`src/inc/asqk_defs.vh`:
```
// register offsets, fields and constants of the audio serial port
`ifndef ASQK_DEFS_VH
`define ASQK_DEFS_VH
`define ASQK_OFF_CTRL 8'h00
`define ASQK_OFF_CFG 8'h04
`define ASQK_OFF_TASK 8'h08
`define ASQK_OFF_STATUS 8'h0C
`define ASQK_OFF_MASK 8'h10
`define ASQK_OFF_LIMIT 8'h14
`define ASQK_OFF_TXL 8'h18
`define ASQK_OFF_TXR 8'h1C
`define ASQK_OFF_RXL 8'h20
`define ASQK_OFF_RXR 8'h24
`define ASQK_OFF_STATE 8'h28
`define ASQK_CTRL_RXEN 0
`define ASQK_CTRL_TXEN 1
`define ASQK_CFG_SLAVE 0
`define ASQK_CFG_STEREO 1
`define ASQK_CFG_ALIGNED 2
`define ASQK_TASK_START 0
`define ASQK_TASK_STOP 1
`define ASQK_EV_RXPTR 0
`define ASQK_EV_TXPTR 1
`define ASQK_EV_STOPPED 2
`define ASQK_EV_W 3
`define ASQK_SAMPLE_W 16
`define ASQK_CNT_W 16
`define ASQK_LIMIT_RST 16'h0001
`define ASQK_DIV_LAST 3'h7
`define ASQK_WS_LAST 5'h0F
`endif

```
`src/hw/asqk_sync.v`:
```
// two flip-flop synchroniser for one level
`timescale 1ns/1ps
`default_nettype none
module asqk_sync
(
  input wire i_clk_sys,
  input wire i_rst_n,
  input wire i_d,
  output wire o_q
);
  reg meta_r;
  reg sync_r;
  always @(posedge i_clk_sys or negedge i_rst_n)
  begin
    if (!i_rst_n)
    begin
      meta_r <= 1'b0;
      sync_r <= 1'b0;
    end
    else
    begin
      meta_r <= i_d;
      sync_r <= meta_r;
    end
  end
  assign o_q = sync_r;
endmodule // asqk_sync
`default_nettype wire

```
`src/hw/asqk_evflag.v`:
```
// sticky event flag, set wins over write-one clear
`timescale 1ns/1ps
`default_nettype none
module asqk_evflag
(
  input wire i_clk_sys,
  input wire i_rst_n,
  input wire i_set,
  input wire i_clr,
  output wire o_flag
);
  reg flag_r;
  always @(posedge i_clk_sys or negedge i_rst_n)
  begin
    if (!i_rst_n)
      flag_r <= 1'b0;
    else if (i_set)
      flag_r <= 1'b1;
    else if (i_clr)
      flag_r <= 1'b0;
  end
  assign o_flag = flag_r;
endmodule // asqk_evflag
`default_nettype wire

```
`src/hw/asqk_port.v`:
```
// audio serial port core with channel quirks and pointer-update events
//
// Added by the designer: the address-and-strobe port and the register offsets.
`timescale 1ns/1ps
`default_nettype none
`include "asqk_defs.vh"

// Notes on behaviour
// slave stereo aligned: left sent in both slots
// aligned format exchanges left and right slots
// stop raises rx event if rx ran before
// stop raises tx event if tx ran before
// stop-raised event does not mean limit reached
// software ignores and clears events after stop
// software stores samples exchanged when aligned
// pointer-update events stay set until cleared
module asqk_port
(
  input wire i_clk_sys,
  input wire i_rst_n,
  input wire [7:0] i_addr,
  input wire [31:0] i_wdata,
  input wire i_wr,
  input wire i_rd,
  output reg [31:0] o_rdata,
  output wire o_irq,
  input wire i_sck_in,
  input wire i_word_select_clock_in,
  input wire i_sdin,
  output wire o_sck_out,
  output wire o_word_select_clock_out,
  output wire o_word_select_clock_oe,
  output wire o_sck_oe,
  output reg o_sdout
);
  // ----------------------------------------
  // registers
  // ----------------------------------------
  reg rx_en_r;
  reg tx_en_r;
  reg slave_r;
  reg stereo_r;
  reg aligned_r;
  reg [`ASQK_CNT_W-1:0] limit_r;
  reg [`ASQK_EV_W-1:0] mask_r;
  reg [`ASQK_SAMPLE_W-1:0] txl_r;
  reg [`ASQK_SAMPLE_W-1:0] txr_r;
  reg [`ASQK_SAMPLE_W-1:0] rxl_r;
  reg [`ASQK_SAMPLE_W-1:0] rxr_r;
  reg running_r;
  reg rx_ran_r;
  reg tx_ran_r;
  reg limit_hit_r;
  reg [`ASQK_CNT_W-1:0] rx_cnt_r;
  reg [`ASQK_CNT_W-1:0] tx_cnt_r;
  wire [`ASQK_EV_W-1:0] ev_flag;
  wire [`ASQK_EV_W-1:0] ev_set;
  wire [`ASQK_EV_W-1:0] ev_clr;
  wire wr_task = i_wr && (i_addr == `ASQK_OFF_TASK);
  wire start_req = wr_task && i_wdata[`ASQK_TASK_START];
  wire stop_req = wr_task && i_wdata[`ASQK_TASK_STOP];

  // ----------------------------------------
  // link inputs, two flops each
  // ----------------------------------------
  wire sck_s;
  wire ws_s;
  wire sdin_s;
  asqk_sync u_sync_sck (.i_clk_sys(i_clk_sys), .i_rst_n(i_rst_n), .i_d(i_sck_in), .o_q(sck_s));
  asqk_sync u_sync_ws (.i_clk_sys(i_clk_sys), .i_rst_n(i_rst_n), .i_d(i_word_select_clock_in), .o_q(ws_s));
  asqk_sync u_sync_sd (.i_clk_sys(i_clk_sys), .i_rst_n(i_rst_n), .i_d(i_sdin), .o_q(sdin_s));

  // master clock: divide by 8 so a bit is 16 system cycles
  reg [2:0] div_r;
  reg sck_gen_r;
  reg [4:0] ws_div_r;
  reg ws_gen_r;
  always @(posedge i_clk_sys or negedge i_rst_n)
  begin
    if (!i_rst_n)
    begin
      div_r <= 3'h0;
      sck_gen_r <= 1'b0;
      ws_div_r <= 5'h00;
      ws_gen_r <= 1'b0;
    end
    else if (running_r && !slave_r)
    begin
      div_r <= div_r + 3'h1;
      if (div_r == `ASQK_DIV_LAST)
      begin
        sck_gen_r <= ~sck_gen_r;
        if (sck_gen_r)
        begin
          ws_div_r <= ws_div_r + 5'h01;
          if (ws_div_r == `ASQK_WS_LAST)
            ws_gen_r <= ~ws_gen_r;
        end
      end
    end
    else
    begin
      div_r <= 3'h0;
      sck_gen_r <= 1'b0;
      ws_div_r <= 5'h00;
      ws_gen_r <= 1'b0;
    end
  end
  assign o_sck_out = sck_gen_r;
  assign o_word_select_clock_out = ws_gen_r;
  assign o_sck_oe = running_r && !slave_r;
  assign o_word_select_clock_oe = running_r && !slave_r;

  // ----------------------------------------
  // bit engine
  // ----------------------------------------
  wire sck_cur = slave_r ? sck_s : sck_gen_r;
  wire ws_cur = slave_r ? ws_s : ws_gen_r;
  reg sck_d_r;
  reg ws_d_r;
  wire sck_rise = sck_cur && !sck_d_r;
  wire sck_fall = !sck_cur && sck_d_r;
  wire ws_edge = ws_cur != ws_d_r;
  // aligned format flips which slot the word select level names
  wire slot_right = aligned_r ? !ws_cur : ws_cur;
  // slave stereo aligned repeats the left sample in both slots
  wire dup_left = slave_r && stereo_r && aligned_r;
  wire [`ASQK_SAMPLE_W-1:0] slot_data = (slot_right && !dup_left) ? txr_r : txl_r;
  reg [`ASQK_SAMPLE_W-1:0] tx_sh_r;
  reg [`ASQK_SAMPLE_W-1:0] rx_sh_r;
  reg slot_right_r;
  reg word_done_r;
  always @(posedge i_clk_sys or negedge i_rst_n)
  begin
    if (!i_rst_n)
    begin
      sck_d_r <= 1'b0;
      ws_d_r <= 1'b0;
      tx_sh_r <= 16'h0000;
      rx_sh_r <= 16'h0000;
      rxl_r <= 16'h0000;
      rxr_r <= 16'h0000;
      slot_right_r <= 1'b0;
      word_done_r <= 1'b0;
      o_sdout <= 1'b0;
    end
    else
    begin
      sck_d_r <= sck_cur;
      word_done_r <= 1'b0;
      if (sck_fall && running_r)
      begin
        ws_d_r <= ws_cur;
        if (ws_edge)
        begin
          // a new slot: latch the finished word, load the next one
          if (rx_en_r)
          begin
            if (slot_right_r)
              rxr_r <= rx_sh_r;
            else
              rxl_r <= rx_sh_r;
          end
          word_done_r <= 1'b1;
          slot_right_r <= slot_right;
          tx_sh_r <= {slot_data[`ASQK_SAMPLE_W-2:0], 1'b0};
          o_sdout <= tx_en_r ? slot_data[`ASQK_SAMPLE_W-1] : 1'b0;
        end
        else
        begin
          tx_sh_r <= {tx_sh_r[`ASQK_SAMPLE_W-2:0], 1'b0};
          o_sdout <= tx_en_r ? tx_sh_r[`ASQK_SAMPLE_W-1] : 1'b0;
        end
      end
      if (sck_rise && running_r)
        rx_sh_r <= {rx_sh_r[`ASQK_SAMPLE_W-2:0], sdin_s};
    end
  end

  // ----------------------------------------
  // word counts and pointer-update events
  // ----------------------------------------
  wire rx_limit = word_done_r && rx_en_r && (rx_cnt_r + 16'h0001 >= limit_r);
  wire tx_limit = word_done_r && tx_en_r && (tx_cnt_r + 16'h0001 >= limit_r);
  always @(posedge i_clk_sys or negedge i_rst_n)
  begin
    if (!i_rst_n)
    begin
      running_r <= 1'b0;
      rx_ran_r <= 1'b0;
      tx_ran_r <= 1'b0;
      rx_cnt_r <= 16'h0000;
      tx_cnt_r <= 16'h0000;
      limit_hit_r <= 1'b0;
    end
    else
    begin
      if (start_req)
      begin
        running_r <= 1'b1;
        rx_cnt_r <= 16'h0000;
        tx_cnt_r <= 16'h0000;
      end
      else if (stop_req)
        running_r <= 1'b0;
      if (running_r && rx_en_r)
        rx_ran_r <= 1'b1;
      if (running_r && tx_en_r)
        tx_ran_r <= 1'b1;
      if (rx_limit)
        rx_cnt_r <= 16'h0000;
      else if (word_done_r && rx_en_r)
        rx_cnt_r <= rx_cnt_r + 16'h0001;
      if (tx_limit)
        tx_cnt_r <= 16'h0000;
      else if (word_done_r && tx_en_r)
        tx_cnt_r <= tx_cnt_r + 16'h0001;
      // a stop-raised event is spurious: the limit flag says so
      if (stop_req)
        limit_hit_r <= 1'b0;
      else if (rx_limit || tx_limit)
        limit_hit_r <= 1'b1;
    end
  end
  // spurious events on stop stay as the silicon has them
  assign ev_set[`ASQK_EV_RXPTR] = rx_limit || (stop_req && rx_ran_r);
  assign ev_set[`ASQK_EV_TXPTR] = tx_limit || (stop_req && tx_ran_r);
  assign ev_set[`ASQK_EV_STOPPED] = stop_req && running_r;
  assign ev_clr = (i_wr && (i_addr == `ASQK_OFF_STATUS)) ? i_wdata[`ASQK_EV_W-1:0] : 3'h0;
  genvar gi;
  generate
    for (gi = 0; gi < `ASQK_EV_W; gi = gi + 1)
    begin : g_ev
      asqk_evflag u_ev (.i_clk_sys(i_clk_sys), .i_rst_n(i_rst_n), .i_set(ev_set[gi]), .i_clr(ev_clr[gi]),
        .o_flag(ev_flag[gi]));
    end
  endgenerate
  assign o_irq = |(ev_flag & mask_r);

  // ----------------------------------------
  // register bus
  // ----------------------------------------
  always @(posedge i_clk_sys or negedge i_rst_n)
  begin
    if (!i_rst_n)
    begin
      rx_en_r <= 1'b0;
      tx_en_r <= 1'b0;
      slave_r <= 1'b0;
      stereo_r <= 1'b0;
      aligned_r <= 1'b0;
      limit_r <= `ASQK_LIMIT_RST;
      mask_r <= 3'h0;
      txl_r <= 16'h0000;
      txr_r <= 16'h0000;
    end
    else if (i_wr)
    begin
      case (i_addr)
        `ASQK_OFF_CTRL:
        begin
          rx_en_r <= i_wdata[`ASQK_CTRL_RXEN];
          tx_en_r <= i_wdata[`ASQK_CTRL_TXEN];
        end
        `ASQK_OFF_CFG:
        begin
          slave_r <= i_wdata[`ASQK_CFG_SLAVE];
          stereo_r <= i_wdata[`ASQK_CFG_STEREO];
          aligned_r <= i_wdata[`ASQK_CFG_ALIGNED];
        end
        `ASQK_OFF_MASK: mask_r <= i_wdata[`ASQK_EV_W-1:0];
        `ASQK_OFF_LIMIT: limit_r <= i_wdata[`ASQK_CNT_W-1:0];
        `ASQK_OFF_TXL: txl_r <= i_wdata[`ASQK_SAMPLE_W-1:0];
        `ASQK_OFF_TXR: txr_r <= i_wdata[`ASQK_SAMPLE_W-1:0];
        default: ;
      endcase
    end
  end

  always @(posedge i_clk_sys or negedge i_rst_n)
  begin
    if (!i_rst_n)
      o_rdata <= 32'h00000000;
    else if (i_rd)
    begin
      case (i_addr)
        `ASQK_OFF_CTRL: o_rdata <= {30'h0, tx_en_r, rx_en_r};
        `ASQK_OFF_CFG: o_rdata <= {29'h0, aligned_r, stereo_r, slave_r};
        `ASQK_OFF_STATUS: o_rdata <= {29'h0, ev_flag};
        `ASQK_OFF_MASK: o_rdata <= {29'h0, mask_r};
        `ASQK_OFF_LIMIT: o_rdata <= {16'h0, limit_r};
        `ASQK_OFF_TXL: o_rdata <= {16'h0, txl_r};
        `ASQK_OFF_TXR: o_rdata <= {16'h0, txr_r};
        `ASQK_OFF_RXL: o_rdata <= {16'h0, rxl_r};
        `ASQK_OFF_RXR: o_rdata <= {16'h0, rxr_r};
        `ASQK_OFF_STATE: o_rdata <= {28'h0, limit_hit_r, tx_ran_r, rx_ran_r, running_r};
        default: o_rdata <= 32'h00000000;
      endcase
    end
    else
      o_rdata <= 32'h00000000;
  end
endmodule // asqk_port
`default_nettype wire

```
`config.mk`:
```
export PLATFORM = sky130hd
export DESIGN_NAME = asqk_port
export DESIGN_NICKNAME = d
export VERILOG_FILES = /design/src/hw/asqk_sync.v /design/src/hw/asqk_evflag.v /design/src/hw/asqk_port.v
export VERILOG_INCLUDE_DIRS = /design/src /design/src/inc
export SDC_FILE = /design/constraint.sdc
export NUM_CORES = 1
export LEC_CHECK = 0
export BUFFER_PORTS_ARGS = -buffer_cell sky130_fd_sc_hd__buf_2
export CORE_UTILIZATION = 50
export DETAILED_ROUTE_END_ITERATION = 8
export PLACE_DENSITY = 0.79
export SYNTH_ARGS = -nofsm -noshare
export SYNTH_HDL_FRONTEND = slang
export SYNTH_SLANG_ARGS = --single-unit
```
`constraint.sdc`:
```
create_clock -name i_clk_sys -period 7.8 [get_ports i_clk_sys]
set_clock_uncertainty 0.05 [all_clocks]
set_input_delay 0.78 -clock i_clk_sys [delete_from_list [all_inputs] [get_ports i_clk_sys]]
set_output_delay 0.78 -clock i_clk_sys [all_outputs]
set_load 0.005 [all_outputs]
```
==> results of run 1 <==
## through the flow
stage | util [%] | total power [mW] | hold WS (ns) | area (µm²)
floorplan | - | 1.144 | 0.2812 | 9991
detailed placement | 53.02 | 1.196 | 0.2879 | 10320
global route | 56.22 | 2.144 | 0.3141 | 10940
global placement | 53.02 | 1.192 | 0.2823 | 10320
CTS | 56.22 | 2.085 | 0.3078 | 10940
finish | 56.22 | 2.069 | 0.3088 | 10940
## report_power, final
group	total [mW]	internal [mW]	switching (mW)
clock	0.892	0.443	0.448
combinational	0.125	0.0471	0.0776
sequential	1.05	1.03	0.0226
total	2.07	1.52	0.548
## path summary, 6_finish.rpt
| check | startpoint | end | slack (ns) |
|---|---|---|---|
| max | rx_cnt_r[0] | rx_cnt_r[11] | 3.86 |
| min | u_sync_sd.meta_r | u_sync_sd.o_q | 0.31 |
| max reg2reg | rx_cnt_r[0] | rx_cnt_r[11] | 3.86 |
| min reg2reg | u_sync_sd.meta_r | u_sync_sd.o_q | 0.31 |
| max in group asynchronous | i_rst_n | rx_cnt_r[13] | 5.82 |
| min in group asynchronous | i_rst_n | ws_div_r[0] | 0.44 |
## state kept, by name (all words and copies together) (netlist names), 16 cells and up
signal and cells:
limit_r 16, o_rdata 16, rx_cnt_r 16, rx_sh_r 16, rxl_r 16, rxr_r 16, tx_cnt_r 16, txl_r 16
txr_r 16
## final cells by class
cell class / count / share of cell area, %
Sequential cell: 195 / 44.61
Clock buffer: 17 / 3.888
Tap cell: 265 / 3.030
Clock inverter: 15 / 1.807
Multi-Input combinational cell: 597 / 42.87
Timing Repair Buffer: 59 / 2.939
Inverter: 25 / 0.8576
## critical path, cell delays in order (launching register included)
cell,delay [ns]
dfrtp_1,0.47
ha_1,0.29
and3_1,0.30
nand2_1,0.20
nor3_1,0.42
xor2_1,0.13
ha_1,0.31
and4_1,0.25
nand4_1,0.12
or4_1,0.57
and3_1,0.36
a21oi_1,0.23
o21ai_0,0.12
## synth_stat cells, drive strengths merged, types with 15 or more instances
| library cell | n |
|---|---|
| a22oi | 33 |
| nand3 | 28 |
| xnor2 | 19 |
| nand2 | 51 |
| o21ai | 35 |
| a21oi | 39 |
| mux2 | 107 |
| nor2 | 28 |
| ha | 38 |
| clkbuf | 19 |
| dfrtp | 194 |
| a31oi | 16 |
| mux2i | 22 |
| and3 | 15 |
| a21o | 27 |
| buf | 38 |
| inv | 25 |
## cell families after synthesis
logic type / synth area share, %
muxes: 15.26
and+or+nand+nor: 10.33
xor gates and xnor gates: 2.821
DFF: 49.13
adders and majority gates: 4.786
buffers and inverters: 4.345
AOI/OAI and AO/OA: 13.29
other: 0.03775
## routing by layer
metal	GRT usage (%)	wire length [µm]	vias to the layer above
met3	3.588	1036	42
met1	31.00	9509	3442
met2	38.10	10910	199
met5	0	0	-
li1	-	-	3193
met4	7.923	449	0
==> impl_results.md, run 1 <==
* Final worst path period share at 50.57%
* Vias per inst at 5.862
* Clk slew on worst S/H paths at 0.08 ns
* Setup violators final at 0
* Detailed Route WL at 21910 µm
* Worst EP required at 8.06 ns
* Slew HR at 21.40%
* Post-synth top area share at 48.87%
* Startpoint types: register
* Placer Congestion at 0.9208
* Hold_buf cts at 0
* Final Hold Fails at 0
* First DRT Iteration DRCs at 558
* Post-synth cell types at 70
* Die Y at 143.0 µm
* Clk root buf: clkbuf_16
* Max VDD drop at 0.0001325 V
* TritonCTS Buffers at 17
* Post-DR wirelength/cell at 18.68 µm
* Sequential share of the synthesized area at 49.13%
* GRT overflow at 0
* Pin count of the biggest net entering global routing at 132
* Initial antenna violation count at 0
* Max-slew violation count at 0
* Die W at 143.0 µm
* Setup Fix Bufs, Post-CTS at 0
* Routed Antenna Nets at 0
* Starting Density at 51.04%
* Multi-input gate area at 4691 µm²
* CTS tree: built
* Cts repair resizes at 0
* IO buf count at 52
* Clock Path Buffers at 2
* Max Cap Violations at 0
* Worst Path Arrival at 4.20 ns
* Pleak at 5.470 nW
* Clock period minus worst slack at 3.945 ns
* DP Wirelength at 15030 µm
* Area leader, netlist: dfrtp_1
* Top FF cell, synth: dfrtp_1
* Avg Inst Size Synth at 11.57 µm²
* Non-filler instance count after layout at 1173
* Diodes inserted at 0
* Hold Path Class: register to register
* Area of the core at 19460 µm²
* Setup TNS Final at 0 ns
* Routed vias at 6876
* Post-synthesis cell count at 859
* Worst setup EP type: register
* Cell Pwr Density at 189.1 nW/µm²
* Final Worst Setup Slack at 3.855 ns
* Synthesized cell area at 9935 µm²
* Fill cell count at 1603
* Share of cells above drive strength 1 at 23.90%
* Yosys warnings at 0
* First-pass GRT wire length at 36140 µm
* P&R area growth vs syn at 10.14%
* Asr flop ratio synth at 100.0%
* Cells taking the most area after synthesis: dfrtp_1, mux2_2, ha_1
* Slew @ Worst Pin at 1.174 ns
* Storage cell area at 4881 µm²
* CP max FO at 12
* Outcome: completed
* Post-place setup slack at 4.039 ns
* Die Area at 20440 µm²
* H-tree depth at 4
* Reg2reg path depth at 12
* Commonest non-fill, non-tap cell in the layout: dfrtp_1
* Num ports at 85
* Clk sink count at 195
* EDFF count, synth at 0
* Cells on Worst Hold Path at 0
* Unrepaired setup endpoints after global routing: no
* Site Rows at 51
* Final Net Count at 980
* # DRC at 0
* Vias in the first global route at 6902
* Worst skew pair latency at 0.44 ns
* FF+latch count, synth at 195
* Total track usage at 23.10%
* DP Cell Count at 1141
* DRT Pass-1 Iters at 5
* Most frequent cells in the layout: dfrtp_1, mux2_2, buf_2
* Crit Path Category: register to register
* Highest clock rate at 253.5 MHz
Note: power is estimated with default switching activity, not from simulation.
==> inputs of run 2 (changes only) <==
ABC_AREA = 1   (was not set)
PLACE_DENSITY = 0.81   (was 0.79)
clock period = 3.3 ns   (was 7.8 ns; I/O delays follow)
==> impl_results.md, run 2 <==
* Outcome: completed
* Worst setup EP type: register
* Worst Path Arrival at 3.17 ns
* Non-filler instance count after layout at 1550
* Slowest stage delay, CP at 0.40 ns
* Final Hold Fails at 0
* Clock Path Buffers at 2
* Most common cell on crit path: nand2_1
* Max-slew violation count at 0
* H-tree depth at 4
* Wire length on met3 at 1817 µm
* Worst skew pair latency at 0.44 ns
* Top FF cell, synth: dfrtp_1
* Yosys warnings at 0
* Synthesized cell area at 10140 µm²
* Slowest stage cell, crit path: dfrtp_1
* Hold wc startpoint: i_wdata[0]
* Worst Path Buf+Inv at 2
* CP max FO at 10
* Routed vias at 8456
* Post-place setup slack at 0.4461 ns
* Routed Antenna Nets at 0
* Hold_buf cts at 4
* First-pass GRT wire length at 40590 µm
* R2R setup slack at 0.39 ns
* IO buf count at 52
* Max VDD drop at 0.0003010 V
* EDFF count, synth at 0
* Most frequent cells in the layout: nand2_1, dfrtp_1, inv_1
* Slew HR at 25.68%
* Top sig layer: met4
* Worst EP required at 3.56 ns
* Num ports at 85
* # DRC at 0
* Die W at 144.4 µm
* Highest clock rate at 343.9 MHz
* DP Cell Count at 1513
* Detailed Route WL at 24750 µm
* Vias in the first global route at 8237
* Starting Density at 51.59%
* Area of the core at 19650 µm²
* Asr flop ratio synth at 100.0%
* Initial antenna violation count at 1
* Storage cell area at 4881 µm²
* Met2 wire length at 11770 µm
* Final worst path period share at 88.10%
* DP Wirelength at 16880 µm
* Fill cell count at 1740
* Pin count of the biggest net entering global routing at 92
* Clk root buf: clkbuf_16
* Commonest non-fill, non-tap cell in the layout: nand2_1
* GRT overflow at 0
* Worst R2R Start: tx_cnt_r[0]
* CP delay by family, top: simple AND/OR/NAND/NOR gates
* FF-to-FF End: tx_cnt_r[8]
* Cts repair resizes at 0
* Final Worst Setup Slack at 0.3926 ns
* Die Area at 20850 µm²
* Critical Path Stages at 16
* Setup TNS Final at 0 ns
* First DRT Iteration DRCs at 791
* Vias per inst at 5.455
* Slew @ Worst Pin at 1.112 ns
* Area leader, netlist: dfrtp_1
* Site Rows at 51
* Placer Congestion at 0.9463
* Core Util, Final at 56.63%
* Sequential share of the synthesized area at 48.14%
* CTS tree: built
* Clk slew on worst S/H paths at 0.07 ns
* Hold EP: rx_en_r
* Reg2reg path depth at 16
* Setup Fix Bufs, Post-CTS at 0
* Startpoint types: register
* Cell Pwr Density at 716.0 nW/µm²
* Pleak at 5.341 nW
* Cells taking the most area after synthesis: dfrtp_1, nand2_1, o21ai_0
* FF+latch count, synth at 195
* Most frequent cell after synthesis: nand2_1
* Final Net Count at 1356
* Post-synth top area share at 47.88%
* Unrepaired setup endpoints after global routing: no
* Avg Inst Size Synth at 8.249 µm²
* Cells on Worst Hold Path at 3
* Crit Path Category: register to register
* Max Cap Violations at 0
* Post-synthesis cell count at 1229
* Hold Path Class: primary input to register
* DRT Pass-1 Iters at 5
* Wl on met1 at 10450 µm
* Total track usage at 25.60%
* P&R area growth vs syn at 9.774%
* Commonest cells in the netlist: nand2_1, dfrtp_1, inv_1, o21ai_0, nand3_1
* Die Y at 144.4 µm
* TritonCTS Buffers at 17
* Multi-input gate area at 4294 µm²
* Setup violators final at 0
* CP Cell Sequence: ha_1 > nand2_1 > nor3_2 > nand3_2 > inv_1 > nand2_1 > xor2_1 > ha_1 > nand2_1 > nor4_1 > nand2_1 > nand2_1 > nor2_2 > buf_4 > nand2_1 > o21ai_0
* Clock period minus worst slack at 2.907 ns
* Clk sink count at 195
* Share of cells above drive strength 1 at 11.76%
* Post-synth cell types at 40
* Post-DR wirelength/cell at 15.97 µm
[run 2: cell types whose count changed in the layout (fill, tap and decap cells not counted), sizes merged, moves of 15 or more]
cell / before / now
mux2i: 22 / 0
and3: 15 / 0
a22oi: 33 / 0
nand3: 28 / 59
inv: 34 / 180
a21o: 27 / 0
nor2: 28 / 64
o21ai: 35 / 172
xnor2: 19 / 0
mux2: 107 / 0
nand2: 51 / 351
[run 2: worst max path at each step]
stage                            from            to  slack [ns]
after global routing      tx_cnt_r[0]   tx_cnt_r[6]        0.17
final                     tx_cnt_r[0]   tx_cnt_r[8]        0.39
after floorplan           tx_cnt_r[0]  tx_cnt_r[10]        0.76
after CTS                 tx_cnt_r[0]   tx_cnt_r[8]        0.42
after detailed placement  tx_cnt_r[0]   tx_cnt_r[3]        0.45
after global placement    tx_cnt_r[0]   tx_cnt_r[8]        0.51
[run 2: area by class of cell]
class	count	area share (%)
timing repair buffer	64	3.541
multi-input combinational	821	38.58
antenna	1	0.02248
clock buffer	19	3.980
clock inverter	13	1.237
inverter	172	5.801
tap	265	2.979
sequential	195	43.86
[run 2: logic make-up after synthesis]
kind of cell	after synthesis	share of synthesized area (%)
flip-flops	195	48.14
XOR/XNOR	22	1.900
other	1	0.03699
AND/OR/NAND/NOR	498	21.35
AO/OA/AOI/OAI	247	13.82
buffers and inverters	228	10.06
adder cells (fa/ha/maj)	38	4.690
[run 2: tightest hold or removal path: cells and delay by family]
kind	cells	cell delay, ns
AOI/OAI and AO/OA	1	0.06
buffers and inverters	1	0.12
and+or+nand+nor	1	0.05
[run 2: stage by stage]
step / power, mW / hold slack, ns / cell area (µm²)
4_1_cts: 7.983 / 0.09469 / 11130
2_1_floorplan: 5.201 / -0.01559 / 10190
3_3_place_gp: 5.710 / 0.2826 / 10510
6_report: 7.968 / 0.1106 / 11130
5_1_grt: 8.581 / 0.1106 / 11130
3_5_place_dp: 5.873 / 0.2870 / 10510
[run 2: power breakdown]
group          switching, mW  internal (mW)  total [mW]
Combinational           1.75          0.985        2.74
Clock                  0.971           1.09        2.06
Sequential             0.332           2.84        3.17
Total                   3.05           4.91        7.97
[run 2: routing by layer]
metal,up-vias,global-route usage (%)
met4,0,11.58
met3,63,4.934
met2,346,42.51
met1,4054,32.32
li1,3993,-
met5,-,0
